===== src/rsc_consts.vh =====
// constants for the reset source combiner
`ifndef RSC_CONSTS_VH
`define RSC_CONSTS_VH
// apb byte addresses
`define RSC_ADDR_CAUSE 12'h000
`define RSC_ADDR_IRQ_STATUS 12'h004
`define RSC_ADDR_IRQ_CLEAR 12'h008
`define RSC_ADDR_IRQ_ENABLE 12'h00C
`define RSC_ADDR_SW_RESET 12'h010
`define RSC_ADDR_KEEP 12'h014
// cause flag positions
`define RSC_BIT_POR 0
`define RSC_BIT_BROWN 1
`define RSC_BIT_PIN 2
`define RSC_BIT_SOFT 3
`define RSC_BIT_WATCHDOG 4
`define RSC_BIT_TRAP 5
`define RSC_BIT_IOP 6
`define RSC_NUM_CAUSE 7
// reset values
`define RSC_CAUSE_POR_VALUE 7'h01
`define RSC_ZERO7 7'h00
`define RSC_ZERO32 32'h00000000
`define RSC_ZERO16 16'h0000
// single flag levels
`define RSC_FLAG_SET 1'b1
`define RSC_FLAG_CLR 1'b0
`endif


===== src/rsc_reset_combiner.v =====
// reset source combiner with cause flags on apb
//
// Summary of operation
// - all seven reset sources merge into one master reset output.
// - master reset is asserted whenever any source is active.
// - each reset source sets its own dedicated cause flag.
// - power-on reset clears all cause flags, then sets the power-on flag.
// - software may write any cause flag to one, or to zero unless its source sets it that cycle.
// - writing a cause flag only stores status, never causes a reset.
// - while a non-power-on master reset is asserted, only the software reset request takes its reset value.
// - registers without reset value keep contents through non-power-on resets.
`timescale 1ns/1ps
`include "rsc_consts.vh"
module rsc_reset_combiner (
  input wire clk_sys,
  input wire rst_b,
  input wire brown_out_reset,
  input wire external_clear_pin_reset,
  input wire software_reset_instruction,
  input wire watchdog_timeout_reset,
  input wire trap_conflict_reset,
  input wire illegal_opcode_reset,
  input wire psel,
  input wire penable,
  input wire pwrite,
  input wire [11:0] paddr,
  input wire [31:0] pwdata,
  output reg [31:0] prdata,
  output wire pready,
  output wire pslverr,
  output wire master_reset_signal,
  output wire irq
);
  // ==========================================================
  // source merge
  wire por_active;
  wire [`RSC_NUM_CAUSE-1:0] src;
  wire any_src;
  reg sw_reset_req;
  assign por_active = ~rst_b;
  assign src[`RSC_BIT_POR] = 1'b0;
  assign src[`RSC_BIT_BROWN] = brown_out_reset;
  assign src[`RSC_BIT_PIN] = external_clear_pin_reset;
  assign src[`RSC_BIT_SOFT] = software_reset_instruction | sw_reset_req;
  assign src[`RSC_BIT_WATCHDOG] = watchdog_timeout_reset;
  assign src[`RSC_BIT_TRAP] = trap_conflict_reset;
  assign src[`RSC_BIT_IOP] = illegal_opcode_reset;
  assign any_src = |src;
  assign master_reset_signal = por_active | any_src;

  // ==========================================================
  // apb decode
  wire wr_en;
  wire mapped;
  assign pready = 1'b1;
  assign wr_en = psel & penable & pwrite;
  assign mapped = (paddr == `RSC_ADDR_CAUSE) | (paddr == `RSC_ADDR_IRQ_STATUS) |
                  (paddr == `RSC_ADDR_IRQ_CLEAR) | (paddr == `RSC_ADDR_IRQ_ENABLE) |
                  (paddr == `RSC_ADDR_SW_RESET) | (paddr == `RSC_ADDR_KEEP);
  assign pslverr = psel & penable & ~mapped;

  // ==========================================================
  // cause flags, reset only by power-on, also cleared by software writes
  wire [`RSC_NUM_CAUSE-1:0] cause;
  wire cause_wr;
  assign cause_wr = wr_en & (paddr == `RSC_ADDR_CAUSE);
  rsc_flag_cell #(
    .RESET_VALUE(`RSC_FLAG_SET)
  ) u_cause_por (
    .clk_sys(clk_sys),
    .rst_b(rst_b),
    .set_evt(src[`RSC_BIT_POR]),
    .load(cause_wr),
    .load_value(pwdata[`RSC_BIT_POR]),
    .flag(cause[`RSC_BIT_POR])
  );
  rsc_flag_cell #(
    .RESET_VALUE(`RSC_FLAG_CLR)
  ) u_cause_brown (
    .clk_sys(clk_sys),
    .rst_b(rst_b),
    .set_evt(src[`RSC_BIT_BROWN]),
    .load(cause_wr),
    .load_value(pwdata[`RSC_BIT_BROWN]),
    .flag(cause[`RSC_BIT_BROWN])
  );
  rsc_flag_cell #(
    .RESET_VALUE(`RSC_FLAG_CLR)
  ) u_cause_pin (
    .clk_sys(clk_sys),
    .rst_b(rst_b),
    .set_evt(src[`RSC_BIT_PIN]),
    .load(cause_wr),
    .load_value(pwdata[`RSC_BIT_PIN]),
    .flag(cause[`RSC_BIT_PIN])
  );
  rsc_flag_cell #(
    .RESET_VALUE(`RSC_FLAG_CLR)
  ) u_cause_soft (
    .clk_sys(clk_sys),
    .rst_b(rst_b),
    .set_evt(src[`RSC_BIT_SOFT]),
    .load(cause_wr),
    .load_value(pwdata[`RSC_BIT_SOFT]),
    .flag(cause[`RSC_BIT_SOFT])
  );
  rsc_flag_cell #(
    .RESET_VALUE(`RSC_FLAG_CLR)
  ) u_cause_watchdog (
    .clk_sys(clk_sys),
    .rst_b(rst_b),
    .set_evt(src[`RSC_BIT_WATCHDOG]),
    .load(cause_wr),
    .load_value(pwdata[`RSC_BIT_WATCHDOG]),
    .flag(cause[`RSC_BIT_WATCHDOG])
  );
  rsc_flag_cell #(
    .RESET_VALUE(`RSC_FLAG_CLR)
  ) u_cause_trap (
    .clk_sys(clk_sys),
    .rst_b(rst_b),
    .set_evt(src[`RSC_BIT_TRAP]),
    .load(cause_wr),
    .load_value(pwdata[`RSC_BIT_TRAP]),
    .flag(cause[`RSC_BIT_TRAP])
  );
  rsc_flag_cell #(
    .RESET_VALUE(`RSC_FLAG_CLR)
  ) u_cause_iop (
    .clk_sys(clk_sys),
    .rst_b(rst_b),
    .set_evt(src[`RSC_BIT_IOP]),
    .load(cause_wr),
    .load_value(pwdata[`RSC_BIT_IOP]),
    .flag(cause[`RSC_BIT_IOP])
  );

  // ==========================================================
  // interrupt status on new cause events
  reg [`RSC_NUM_CAUSE-1:0] src_q;
  wire [`RSC_NUM_CAUSE-1:0] irq_status;
  reg [`RSC_NUM_CAUSE-1:0] irq_enable;
  wire [`RSC_NUM_CAUSE-1:0] src_rise;
  wire [`RSC_NUM_CAUSE-1:0] clr_mask;
  assign src_rise = src & ~src_q;
  assign clr_mask = (wr_en && paddr == `RSC_ADDR_IRQ_CLEAR) ?
                    pwdata[`RSC_NUM_CAUSE-1:0] : `RSC_ZERO7;
  // edge history and enable mask
  always @(posedge clk_sys or negedge rst_b) begin
    if (!rst_b) begin
      src_q <= `RSC_ZERO7;
      irq_enable <= `RSC_ZERO7;
    end else begin
      src_q <= src;
      if (wr_en && paddr == `RSC_ADDR_IRQ_ENABLE) begin
        irq_enable <= pwdata[`RSC_NUM_CAUSE-1:0];
      end
    end
  end
  // status cells survive functional resets; set beats clear
  rsc_flag_cell #(
    .RESET_VALUE(`RSC_FLAG_CLR)
  ) u_stat_por (
    .clk_sys(clk_sys),
    .rst_b(rst_b),
    .set_evt(src_rise[`RSC_BIT_POR]),
    .load(clr_mask[`RSC_BIT_POR]),
    .load_value(`RSC_FLAG_CLR),
    .flag(irq_status[`RSC_BIT_POR])
  );
  // brown-out event status
  rsc_flag_cell #(
    .RESET_VALUE(`RSC_FLAG_CLR)
  ) u_stat_brown (
    .clk_sys(clk_sys),
    .rst_b(rst_b),
    .set_evt(src_rise[`RSC_BIT_BROWN]),
    .load(clr_mask[`RSC_BIT_BROWN]),
    .load_value(`RSC_FLAG_CLR),
    .flag(irq_status[`RSC_BIT_BROWN])
  );
  // clear pin event status
  rsc_flag_cell #(
    .RESET_VALUE(`RSC_FLAG_CLR)
  ) u_stat_pin (
    .clk_sys(clk_sys),
    .rst_b(rst_b),
    .set_evt(src_rise[`RSC_BIT_PIN]),
    .load(clr_mask[`RSC_BIT_PIN]),
    .load_value(`RSC_FLAG_CLR),
    .flag(irq_status[`RSC_BIT_PIN])
  );
  // software reset event status
  rsc_flag_cell #(
    .RESET_VALUE(`RSC_FLAG_CLR)
  ) u_stat_soft (
    .clk_sys(clk_sys),
    .rst_b(rst_b),
    .set_evt(src_rise[`RSC_BIT_SOFT]),
    .load(clr_mask[`RSC_BIT_SOFT]),
    .load_value(`RSC_FLAG_CLR),
    .flag(irq_status[`RSC_BIT_SOFT])
  );
  // watchdog event status
  rsc_flag_cell #(
    .RESET_VALUE(`RSC_FLAG_CLR)
  ) u_stat_watchdog (
    .clk_sys(clk_sys),
    .rst_b(rst_b),
    .set_evt(src_rise[`RSC_BIT_WATCHDOG]),
    .load(clr_mask[`RSC_BIT_WATCHDOG]),
    .load_value(`RSC_FLAG_CLR),
    .flag(irq_status[`RSC_BIT_WATCHDOG])
  );
  // trap conflict event status
  rsc_flag_cell #(
    .RESET_VALUE(`RSC_FLAG_CLR)
  ) u_stat_trap (
    .clk_sys(clk_sys),
    .rst_b(rst_b),
    .set_evt(src_rise[`RSC_BIT_TRAP]),
    .load(clr_mask[`RSC_BIT_TRAP]),
    .load_value(`RSC_FLAG_CLR),
    .flag(irq_status[`RSC_BIT_TRAP])
  );
  // illegal opcode event status
  rsc_flag_cell #(
    .RESET_VALUE(`RSC_FLAG_CLR)
  ) u_stat_iop (
    .clk_sys(clk_sys),
    .rst_b(rst_b),
    .set_evt(src_rise[`RSC_BIT_IOP]),
    .load(clr_mask[`RSC_BIT_IOP]),
    .load_value(`RSC_FLAG_CLR),
    .flag(irq_status[`RSC_BIT_IOP])
  );
  assign irq = |(irq_status & irq_enable);

  // ==========================================================
  // software reset request and scratch register
  reg [15:0] keep_data;
  always @(posedge clk_sys or negedge rst_b) begin
    if (!rst_b) begin
      sw_reset_req <= 1'b0;
    end else if (master_reset_signal) begin
      sw_reset_req <= 1'b0;
    end else if (wr_en && paddr == `RSC_ADDR_SW_RESET) begin
      sw_reset_req <= pwdata[0];
    end
  end
  // no reset term, kept through all resets
  always @(posedge clk_sys) begin
    if (wr_en && paddr == `RSC_ADDR_KEEP) begin
      keep_data <= pwdata[15:0];
    end
  end

  // ==========================================================
  // read data
  always @(posedge clk_sys or negedge rst_b) begin
    if (!rst_b) begin
      prdata <= `RSC_ZERO32;
    end else if (psel && !penable && !pwrite) begin
      case (paddr)
        `RSC_ADDR_CAUSE: prdata <= {25'h0000000, cause};
        `RSC_ADDR_IRQ_STATUS: prdata <= {25'h0000000, irq_status};
        `RSC_ADDR_IRQ_ENABLE: prdata <= {25'h0000000, irq_enable};
        `RSC_ADDR_KEEP: prdata <= {`RSC_ZERO16, keep_data};
        default: prdata <= `RSC_ZERO32;
      endcase
    end
  end
endmodule

// ==========================================================
// one sticky flag: hardware set wins over a load in the same cycle
module rsc_flag_cell #(
  parameter RESET_VALUE = 1'b0
) (
  input wire clk_sys,
  input wire rst_b,
  input wire set_evt,
  input wire load,
  input wire load_value,
  output reg flag
);
  reg next_flag;
  // load first, then set on top
  always @* begin
    next_flag = flag;
    if (load) begin
      next_flag = load_value;
    end
    if (set_evt) begin
      next_flag = `RSC_FLAG_SET;
    end
  end
  // only power-on applies RESET_VALUE; otherwise the flag follows next_flag each clock
  always @(posedge clk_sys or negedge rst_b) begin
    if (!rst_b) begin
      flag <= RESET_VALUE;
    end else begin
      flag <= next_flag;
    end
  end
endmodule


===== config.mk =====
export PLATFORM = sky130hd
export DESIGN_NAME = rsc_reset_combiner
export DESIGN_NICKNAME = d
export VERILOG_FILES = /design/src/rsc_reset_combiner.v
export VERILOG_INCLUDE_DIRS = /design/src
export SDC_FILE = /design/constraint.sdc
export NUM_CORES = 1
export LEC_CHECK = 0
export ABC_AREA = 1
export BUFFER_PORTS_ARGS = -buffer_cell sky130_fd_sc_hd__buf_2
export CAP_MARGIN = 20
export CORE_MARGIN = 2
export CORE_UTILIZATION = 35
export DETAILED_ROUTE_END_ITERATION = 10
export GPL_TIMING_DRIVEN = 1
export HOLD_SLACK_MARGIN = 0.02
export PLACE_DENSITY = 0.67
export SLEW_MARGIN = 20
export SYNTH_ARGS = -nofsm -noshare
export SYNTH_HDL_FRONTEND = slang
export SYNTH_SLANG_ARGS = --single-unit

===== constraint.sdc =====
create_clock -name clk_sys -period 1.9 [get_ports clk_sys]
set_input_delay 0.38 -clock clk_sys [delete_from_list [all_inputs] [get_ports clk_sys]]
set_output_delay 0.38 -clock clk_sys [all_outputs]
set_load 0.02 [all_outputs]

; Word-level counts from Yosys, hierarchy flattened
; Index checks and enable logic that the tools add are counted.
[totals]
regBits = 76
inputBits = 55
[classes]
bitwise_logic = 16
reduce_logical = 25
mux = 30
n_eq_ne = 5
[ops]
columns = operator, n
row1 = 16-bit one-hot mux with 4 select lines, 1
row2 = 1-bit two-way mux, 28
row3 = 2-bit nonzero test, 14
row4 = 12-bit by 4-bit equality test with 1-bit output (second input constant), 2
row5 = 12-bit by 5-bit equality test with 1-bit output (second input constant), 2
row6 = 7-bit AND, 2
row7 = 12-bit by 3-bit equality test with 1-bit output (second input constant), 1
row8 = 12-bit zero test, 1
row9 = 7-bit two-way mux, 1
row10 = 7-bit NOT, 1
row11 = 1-bit bitwise OR, 7
row12 = 7-bit OR reduction, 1
row13 = 1-bit logical AND, 6
row14 = 6-bit OR reduction, 1
row15 = 1-bit AND, 4
row16 = 1-bit zero test, 2
row17 = 1-bit NOT, 2

; Logic depth before layout (Yosys ltp)
; Gate-level depths: netlist (run 1).
[logic_depth]
ltp_word = 8
mapped_depth = 9

; Modules after synthesis
; From an unflattened synthesis (run 1), not the netlist that was laid out.
[hier_totals]
cells_unflattened = 347
area_unflattened_um2 = 3037.9
[modules_own_cells]
columns = mod, seq_area_each_um2, cells_each, instances, area_each_um2
row1 = rsc_reset_combiner, 1231.2, 263, 1, 2301.0
row2 = rsc_flag_cell at u_cause_brown ..., 25.0, 6, 13, 52.6
row3 = rsc_flag_cell at u_cause_por, 26.3, 6, 1, 53.8

; Worst setup path before layout (run 1)
; OpenSTA, ideal clock, no wires.
[synth_path]
path_type = input to register
startpoint = input port paddr[7]
endpoint = register keep_data[0] (enable)
arrival_time_ps = 1741
t_required_ps = 1512
path_stages = 6
slack_ps = -229
path_cell_list = nor2_2 > nand3_1 > nor2_2 > nand2_1 > buf_2 > nor2_1
[synth_via]
elab_chain_cells = 2
[synth_lines]
columns = item, line
row1 = "start, declared", rsc_reset_combiner.v:26  ; input wire [11:0] paddr,
row2 = 12-bit by 5-bit equality test with 1-bit output, -
row3 = 1-bit logical AND (no line), -
row4 = "end signal, assigned", rsc_reset_combiner.v:254  ; keep_data <= pwdata[15:0];
row5 = "end, declared", rsc_reset_combiner.v:241  ; reg [15:0] keep_data;
; No other way between the ends.
; A chain may end at the register's enable or synchronous reset.

; Worst setup path in the final report (run 1)
[layout_path]
startpoint = input port paddr[7]
endpoint = output port pslverr
[layout_via]
elab_chain_cells = 8
elab_cells_between_ends = 13
[layout_lines]
columns = item, line
row1 = 12-bit by 3-bit equality test with 1-bit output / 12-bit zero test (equally long branches), -
row2 = 1-bit bitwise OR (4 in series), rsc_reset_combiner.v:57  ; assign mapped = (paddr == `RSC_ADDR_CAUSE) | (paddr == `RSC_ADDR_IRQ_STATUS) |
row3 = 1-bit bitwise OR (*), rsc_reset_combiner.v:57
row4 = 1-bit NOT (*), rsc_reset_combiner.v:60  ; assign pslverr = psel & penable & ~mapped;
row5 = 1-bit AND (*), rsc_reset_combiner.v:60
row6 = "end, declared", rsc_reset_combiner.v:30  ; output wire pslverr,
; Mark *: on every way between the ends. The rest lies on a longest branch, timed or not.

==> impl_metrics.ini, run 1 <==
[drt]
wire_per_inst_microns = 11.9
vias = 2082
post_drt_via_cell_ratio = 4.37
dr.pass1.iters = 4
ant_nets = 0
drc = 0
drtIter0Drc = 95
wl_mm = 5.69

[power_and_ir_drop]
pwr_density_cell_mw_per_mm2 = 751
power_switching_mw = 0.575
p_clk_frac = 0.411
p_leak_nw = 1.66
p_sw_frac = 0.229
max-vdd-ir-drop_uv = 423
internal_power_mw = 1.93
power_frac_seq = 0.524
combPwrFrac = 0.065

[clocking]
hold_buffers = 0
path_clk_slew_ps = 60
insertion_delay_ps = 330
cts_buffers = 9
clkSinkCount = 59
cts_tree = done
h-tree-depth = 3
clockRootBuffer = clkbuf_8
cts_buffer_depth = 2

[synth]
synth_enable_flop_cells = 16
yosysUniqueCellTypes = 29
yosysSeqAreaShare = 0.559
syn_area_sq_mm = 0.00279
synth_seq_cells = 59
netlist_instances = 301
synthArstFlopShare = 0.729
ys.flop_type = dfrtp_1
ys_warn_count = 0
synth.avg_cell_area_sq_um = 9.27

[floorplan]
die_w_microns = 93.3
design.die.area_sq_mm = 0.00870
ios = 91
core_area_sq_mm = 0.00773
die_height_microns = 93.3
rows = 32
start_util = 0.361

[worst_setup_path]
crit_family = simple AND/OR/NAND/NOR gates
cp_max_fo = 3
worstPathArrival_ps = 1400
worstPathBufferInverterCount = 2
crit_required_ps = 1520
cp_slowest_cell = nor2_2
crit_chain = buf_2, nor2_2, nand3_1, nor2_2, nand2_1, nand3_1, nor2_1, buf_2
critPathLaunchType = input pin
critical_path_class = input pin to output port
worstSetupEndpointType = output port
slowest_delay_ps = 200

[placement]
portBuffers = 57
dp_hpwl_mm = 4.38
gp_congestion = 0.721
place_area_sq_mm = 0.00314

[sta]
final_hold_viol_count = 0
clock-skew-final_ps = 4.33
fin_tns_setup_ps = 0
finalCriticalPeriod_ps = 1780
setup_viol = 0
post-route-period-util = 0.939
slew_headroom = 0.626
fmax_mhz = 560
maxSlewViolCount = 0
grt_setup_unrepaired = no
worstMarginPinSlew_ps = 561

[global_route]
antenna_found_initial = 0
track_usage = 0.142
grt_overflow = 0
grt_pass1_vias = 2103
grt_max_degree = 44
grt_pass1_wl_mm = 9.52

[finish]
n_antenna_cell = 0
fin_nets = 424
layout-drive-gt1-share = 0.281
design_area_sq_mm = 0.00334
area_delta_synth_final_pct = 19.8
fin_util = 0.432

[run_status]
status = complete, no violations

[job]
maxCapViolations = 0

[hold_path]
hp-class = input pin to asynchronous set/reset pin
[power by group through the flow]
stage / Clock [mW] / Combinational (mW) / Sequential, mW
6_report: 1.03 / 0.163 / 1.31
5_1_grt: 1.15 / 0.186 / 1.31
4_1_cts: 1.07 / 0.166 / 1.31
3_5_place_dp: 0 / 0.166 / 1.34
3_3_place_gp: 0 / 0.163 / 1.34
2_1_floorplan: 0 / 0.108 / 1.34
[sequential cells by signal (all words and copies together), names as in the netlist, 6 cells and up]
signal / cells
prdata: 16
keep_data: 16
irq_enable: 7
src_q: 6
[routing by layer]
metal	vias up	GRT usage	part of all wire
met1	927	0.168	0.44
li1	1089	-	-
met5	-	0	0
met2	62	0.241	0.49
met4	0	0.0294	0.0058
met3	4	0.0612	0.066
[repair_timing]
action                                 in CTS  in global routing
endpoints found under the hold margin       0                  0
setup endpoints to repair                   0                  1
resized for setup                           0                  1
setup buffers                               0                  1
[through the flow]
stage / power (mW) / instances / worst slack (ps) / hold WS (ps)
after floorplan: 1.45 / 316 / 33.2 / 84.4
after global placement: 1.50 / 459 / 145 / 394
after detailed placement: 1.50 / 459 / 116 / 401
after CTS: 2.55 / 475 / 41.0 / 149
after global routing: 2.64 / 476 / 9.44 / 135
final: 2.51 / 476 / 116 / 139
[path summary, 6_finish.rpt]
check | startpoint | to | slack, ps | cells past startpoint
worst min register to register | src_q[4] | u_stat_watchdog.flag | 410 | 1
min in group clk_sys | trap_conflict_reset | src_q[5] | 160 | 1
worst min-delay path | rst_b | src_q[1] | 140 | 2
max in group asynchronous | rst_b | prdata[11] | 1380 | 2
worst max-delay path | paddr[7] | pslverr | 120 | 8
worst max register to register | sw_reset_req | sw_reset_req | 810 | 3
[cell families (layout without fill, tap and decap cells)]
family                 count (synthesis)  after routing  synth area share
AND/OR/NAND/NOR                      153            153             0.271
other                                  2             17           0.00269
AO/OA/AOI/OAI                         38             38            0.0704
buffers and inverters                 49            107            0.0969
flip-flops                            59             59             0.559
[synthesized netlist by cell type (2+ instances only)]
cell type,n,area share
nand2_2,2,0.0045
buf_2,5,0.0090
buf_4,17,0.046
dfrtp_1,42,0.38
nor2_8,2,0.014
conb_1,2,0.0027
nand3_2,2,0.0072
nor2_2,5,0.011
nand3_1,37,0.066
inv_1,21,0.028
nor2_4,4,0.016
o21ai_1,28,0.050
inv_2,4,0.0054
nand2_1,86,0.12
o21ai_0,7,0.013
nor2_1,9,0.012
edfxtp_1,16,0.17
[area by class of cell]
| cell class | instances | area, sq um |
|---|---|---|
| Sequential cell | 59 | 1560 |
| Clock inverter | 2 | 10.0 |
| Clock buffer | 14 | 173 |
| Inverter | 25 | 93.8 |
| Multi-Input combinational cell | 208 | 1030 |
| Tap cell | 102 | 128 |
| Timing Repair Buffer | 66 | 353 |
| Fill cell | 786 | 4390 |
[worst register-to-register path: stages, from the launching register on]
cell	delay, ps
dfrtp_1	380
nor2_1	240
nand4_1	170
nor3b_1	210
[cells in the final DEF, fill, tap and decap left out]
cell	n
nor3_4	1
nor2_1	8
nor2_4	4
nor3b_1	1
clkbuf_8	12
nand3_2	2
nand4_1	1
buf_2	57
buf_4	9
clkbuf_1	2
nand2_1	86
a21oi_1	1
a221oi_2	1
conb_1	17
nand2_8	1
o21a_1	1
nand2_2	2
dfstp_2	1
dfrtp_1	42
edfxtp_1	16
o21ai_0	7
nor3_1	1
inv_1	21
inv_2	4
nor2_2	6
nand3_1	37
nor2_8	2
o21ai_1	28
clkinv_2	2
nand2_4	1
No activity file was read; power rests on OpenSTA's default activity.
==> run 2: changes to the inputs <==
- CORE_MARGIN: 2 -> 4
- SKIP_LAST_GASP: default -> 1
==> impl_metrics.ini, run 2 (synthesized netlist as in run 1, its figures left out) <==
[floorplan]
start_util = 0.361
ios = 91
die_height_microns = 97.3
die_w_microns = 97.3
design.die.area_sq_mm = 0.00946
core_area_sq_mm = 0.00773
rows = 32

[worst_setup_path]
worstSetupEndpointType = output port
r2r_slack_ps = 810
cp_slowest_cell = dfrtp_1
crit_family = flip-flops
crit_required_ps = 1520
critPathLaunchType = flop
crit_chain = nand2_1, nand2_1, a221oi_1, nand3_1, buf_2
r2r_end = sw_reset_req
worstPathBufferInverterCount = 1
rr_worst_depth = 3
cp_max_fo = 3
critical_path_class = flop to output port
critPathMostFrequentCell = nand2_1
timing.rr.start = sw_reset_req
worstPathArrival_ps = 1420
slowest_delay_ps = 400

[clocking]
cts_tree = done
postCtsSetupBuffers = 0
path_clk_slew_ps = 60
clkSinkCount = 59
clockRootBuffer = clkbuf_8
hold_buffers = 0
h-tree-depth = 3
cts_buffers = 9
insertion_delay_ps = 330
cts_buffer_depth = 2

[sta]
final_hold_viol_count = 0
post-route-period-util = 0.949
fin_hold_ws_ps = 141
setup_slack_ps = 96.1
clock-skew-final_ps = 3.28
fin_tns_setup_ps = 0
finalCriticalPeriod_ps = 1800
slew_headroom = 0.627
setup_viol = 0
grt_setup_unrepaired = no
worstMarginPinSlew_ps = 559
fmax_mhz = 554
maxSlewViolCount = 0

[finish]
n_antenna_cell = 0
layout_commonest_cell = nand2_1
area_delta_synth_final_pct = 21.4
layout-drive-gt1-share = 0.274
mostFrequentLayoutCells = 86 x nand2_1, 57 x buf_2, 42 x dfrtp_1, 37 x nand3_1, 28 x o21ai_1
fill_cells = 785
fin_nets = 422
fin_cells = 474
largestRegisters = keep_data (16), prdata (16), irq_enable (7)

[run_status]
status = complete, no violations

[placement]
gp_congestion = 0.742
dp_cells = 458
dp_slack_ps = 119
portBuffers = 57
dp_hpwl_mm = 4.41

[power_and_ir_drop]
p_leak_nw = 1.67
power_frac_seq = 0.469
p_sw_frac = 0.207
internal_power_mw = 2.22
p_clk_frac = 0.472
combPwrFrac = 0.059
power_switching_mw = 0.581
max-vdd-ir-drop_uv = 436
finalPower_mw = 2.80
pwr_density_cell_mw_per_mm2 = 827

[drt]
vias = 2075
dr.pass1.iters = 4
wl_mm = 5.71
wire_per_inst_microns = 12.1
post_drt_via_cell_ratio = 4.38
drtIter0Drc = 63
drc = 0
ant_nets = 0

[job]
maxCapViolations = 0

[global_route]
antenna_found_initial = 0
grt_max_degree = 44
grt_pass1_wl_mm = 9.82
track_usage = 0.129
grt_overflow = 0
grt_pass1_vias = 2102

[hold_path]
hp-class = input pin to asynchronous set/reset pin
## run 2: metrics by stage
stage | area [sq um] | utilization
2_1_floorplan | 2850 | -
3_3_place_gp | 3150 | 0.408
3_5_place_dp | 3150 | 0.408
4_1_cts | 3380 | 0.438
5_1_grt | 3390 | 0.438
6_report | 3390 | 0.438
## run 2: final cells by class
| cell class | instances | area [sq um] | share of cell area |
|---|---|---|---|
| Sequential cell | 59 | 1560 | 0.460 |
| Multi-Input combinational cell | 208 | 1020 | 0.303 |
| Timing Repair Buffer | 64 | 350 | 0.103 |
| Clock buffer | 10 | 128 | 0.0377 |
| Tap cell | 102 | 128 | 0.0377 |
| Clock inverter | 6 | 104 | 0.0307 |
| Inverter | 25 | 93.8 | 0.0277 |
## run 2: metal layers
| layer | GRT usage | routed length (microns) | vias up |
|---|---|---|---|
| met5 | 0 | 0 | - |
| met4 | 0.0351 | 33 | 0 |
| met3 | 0.0610 | 449 | 4 |
| met2 | 0.214 | 2770 | 65 |
| met1 | 0.151 | 2460 | 925 |
| li1 | - | - | 1081 |
## run 2: power groups by stage
stage          sequential [mW]  clock (mW)  combinational, mW
3_3_place_gp              1.34           0              0.163
6_report                  1.31        1.32              0.165
4_1_cts                   1.31        1.36              0.167
2_1_floorplan             1.34           0              0.108
5_1_grt                   1.31        1.41              0.186
3_5_place_dp              1.34           0              0.166
## run 2: worst max path at each step
stage / depth (start not counted) / endpoint / startpoint
global placement: 8 / pslverr / paddr[7]
finish: 5 / irq / u_stat_brown.flag
floorplan: 6 / keep_data[0] / paddr[7]
global route: 5 / irq / u_stat_pin.flag
CTS: 5 / irq / u_stat_brown.flag
detailed placement: 8 / pslverr / paddr[7]
## run 2: repair_timing
item                                   in CTS  in global routing
setup endpoints to repair                   0                  1
endpoints found under the hold margin       0                  0
resized for setup                           0                  1
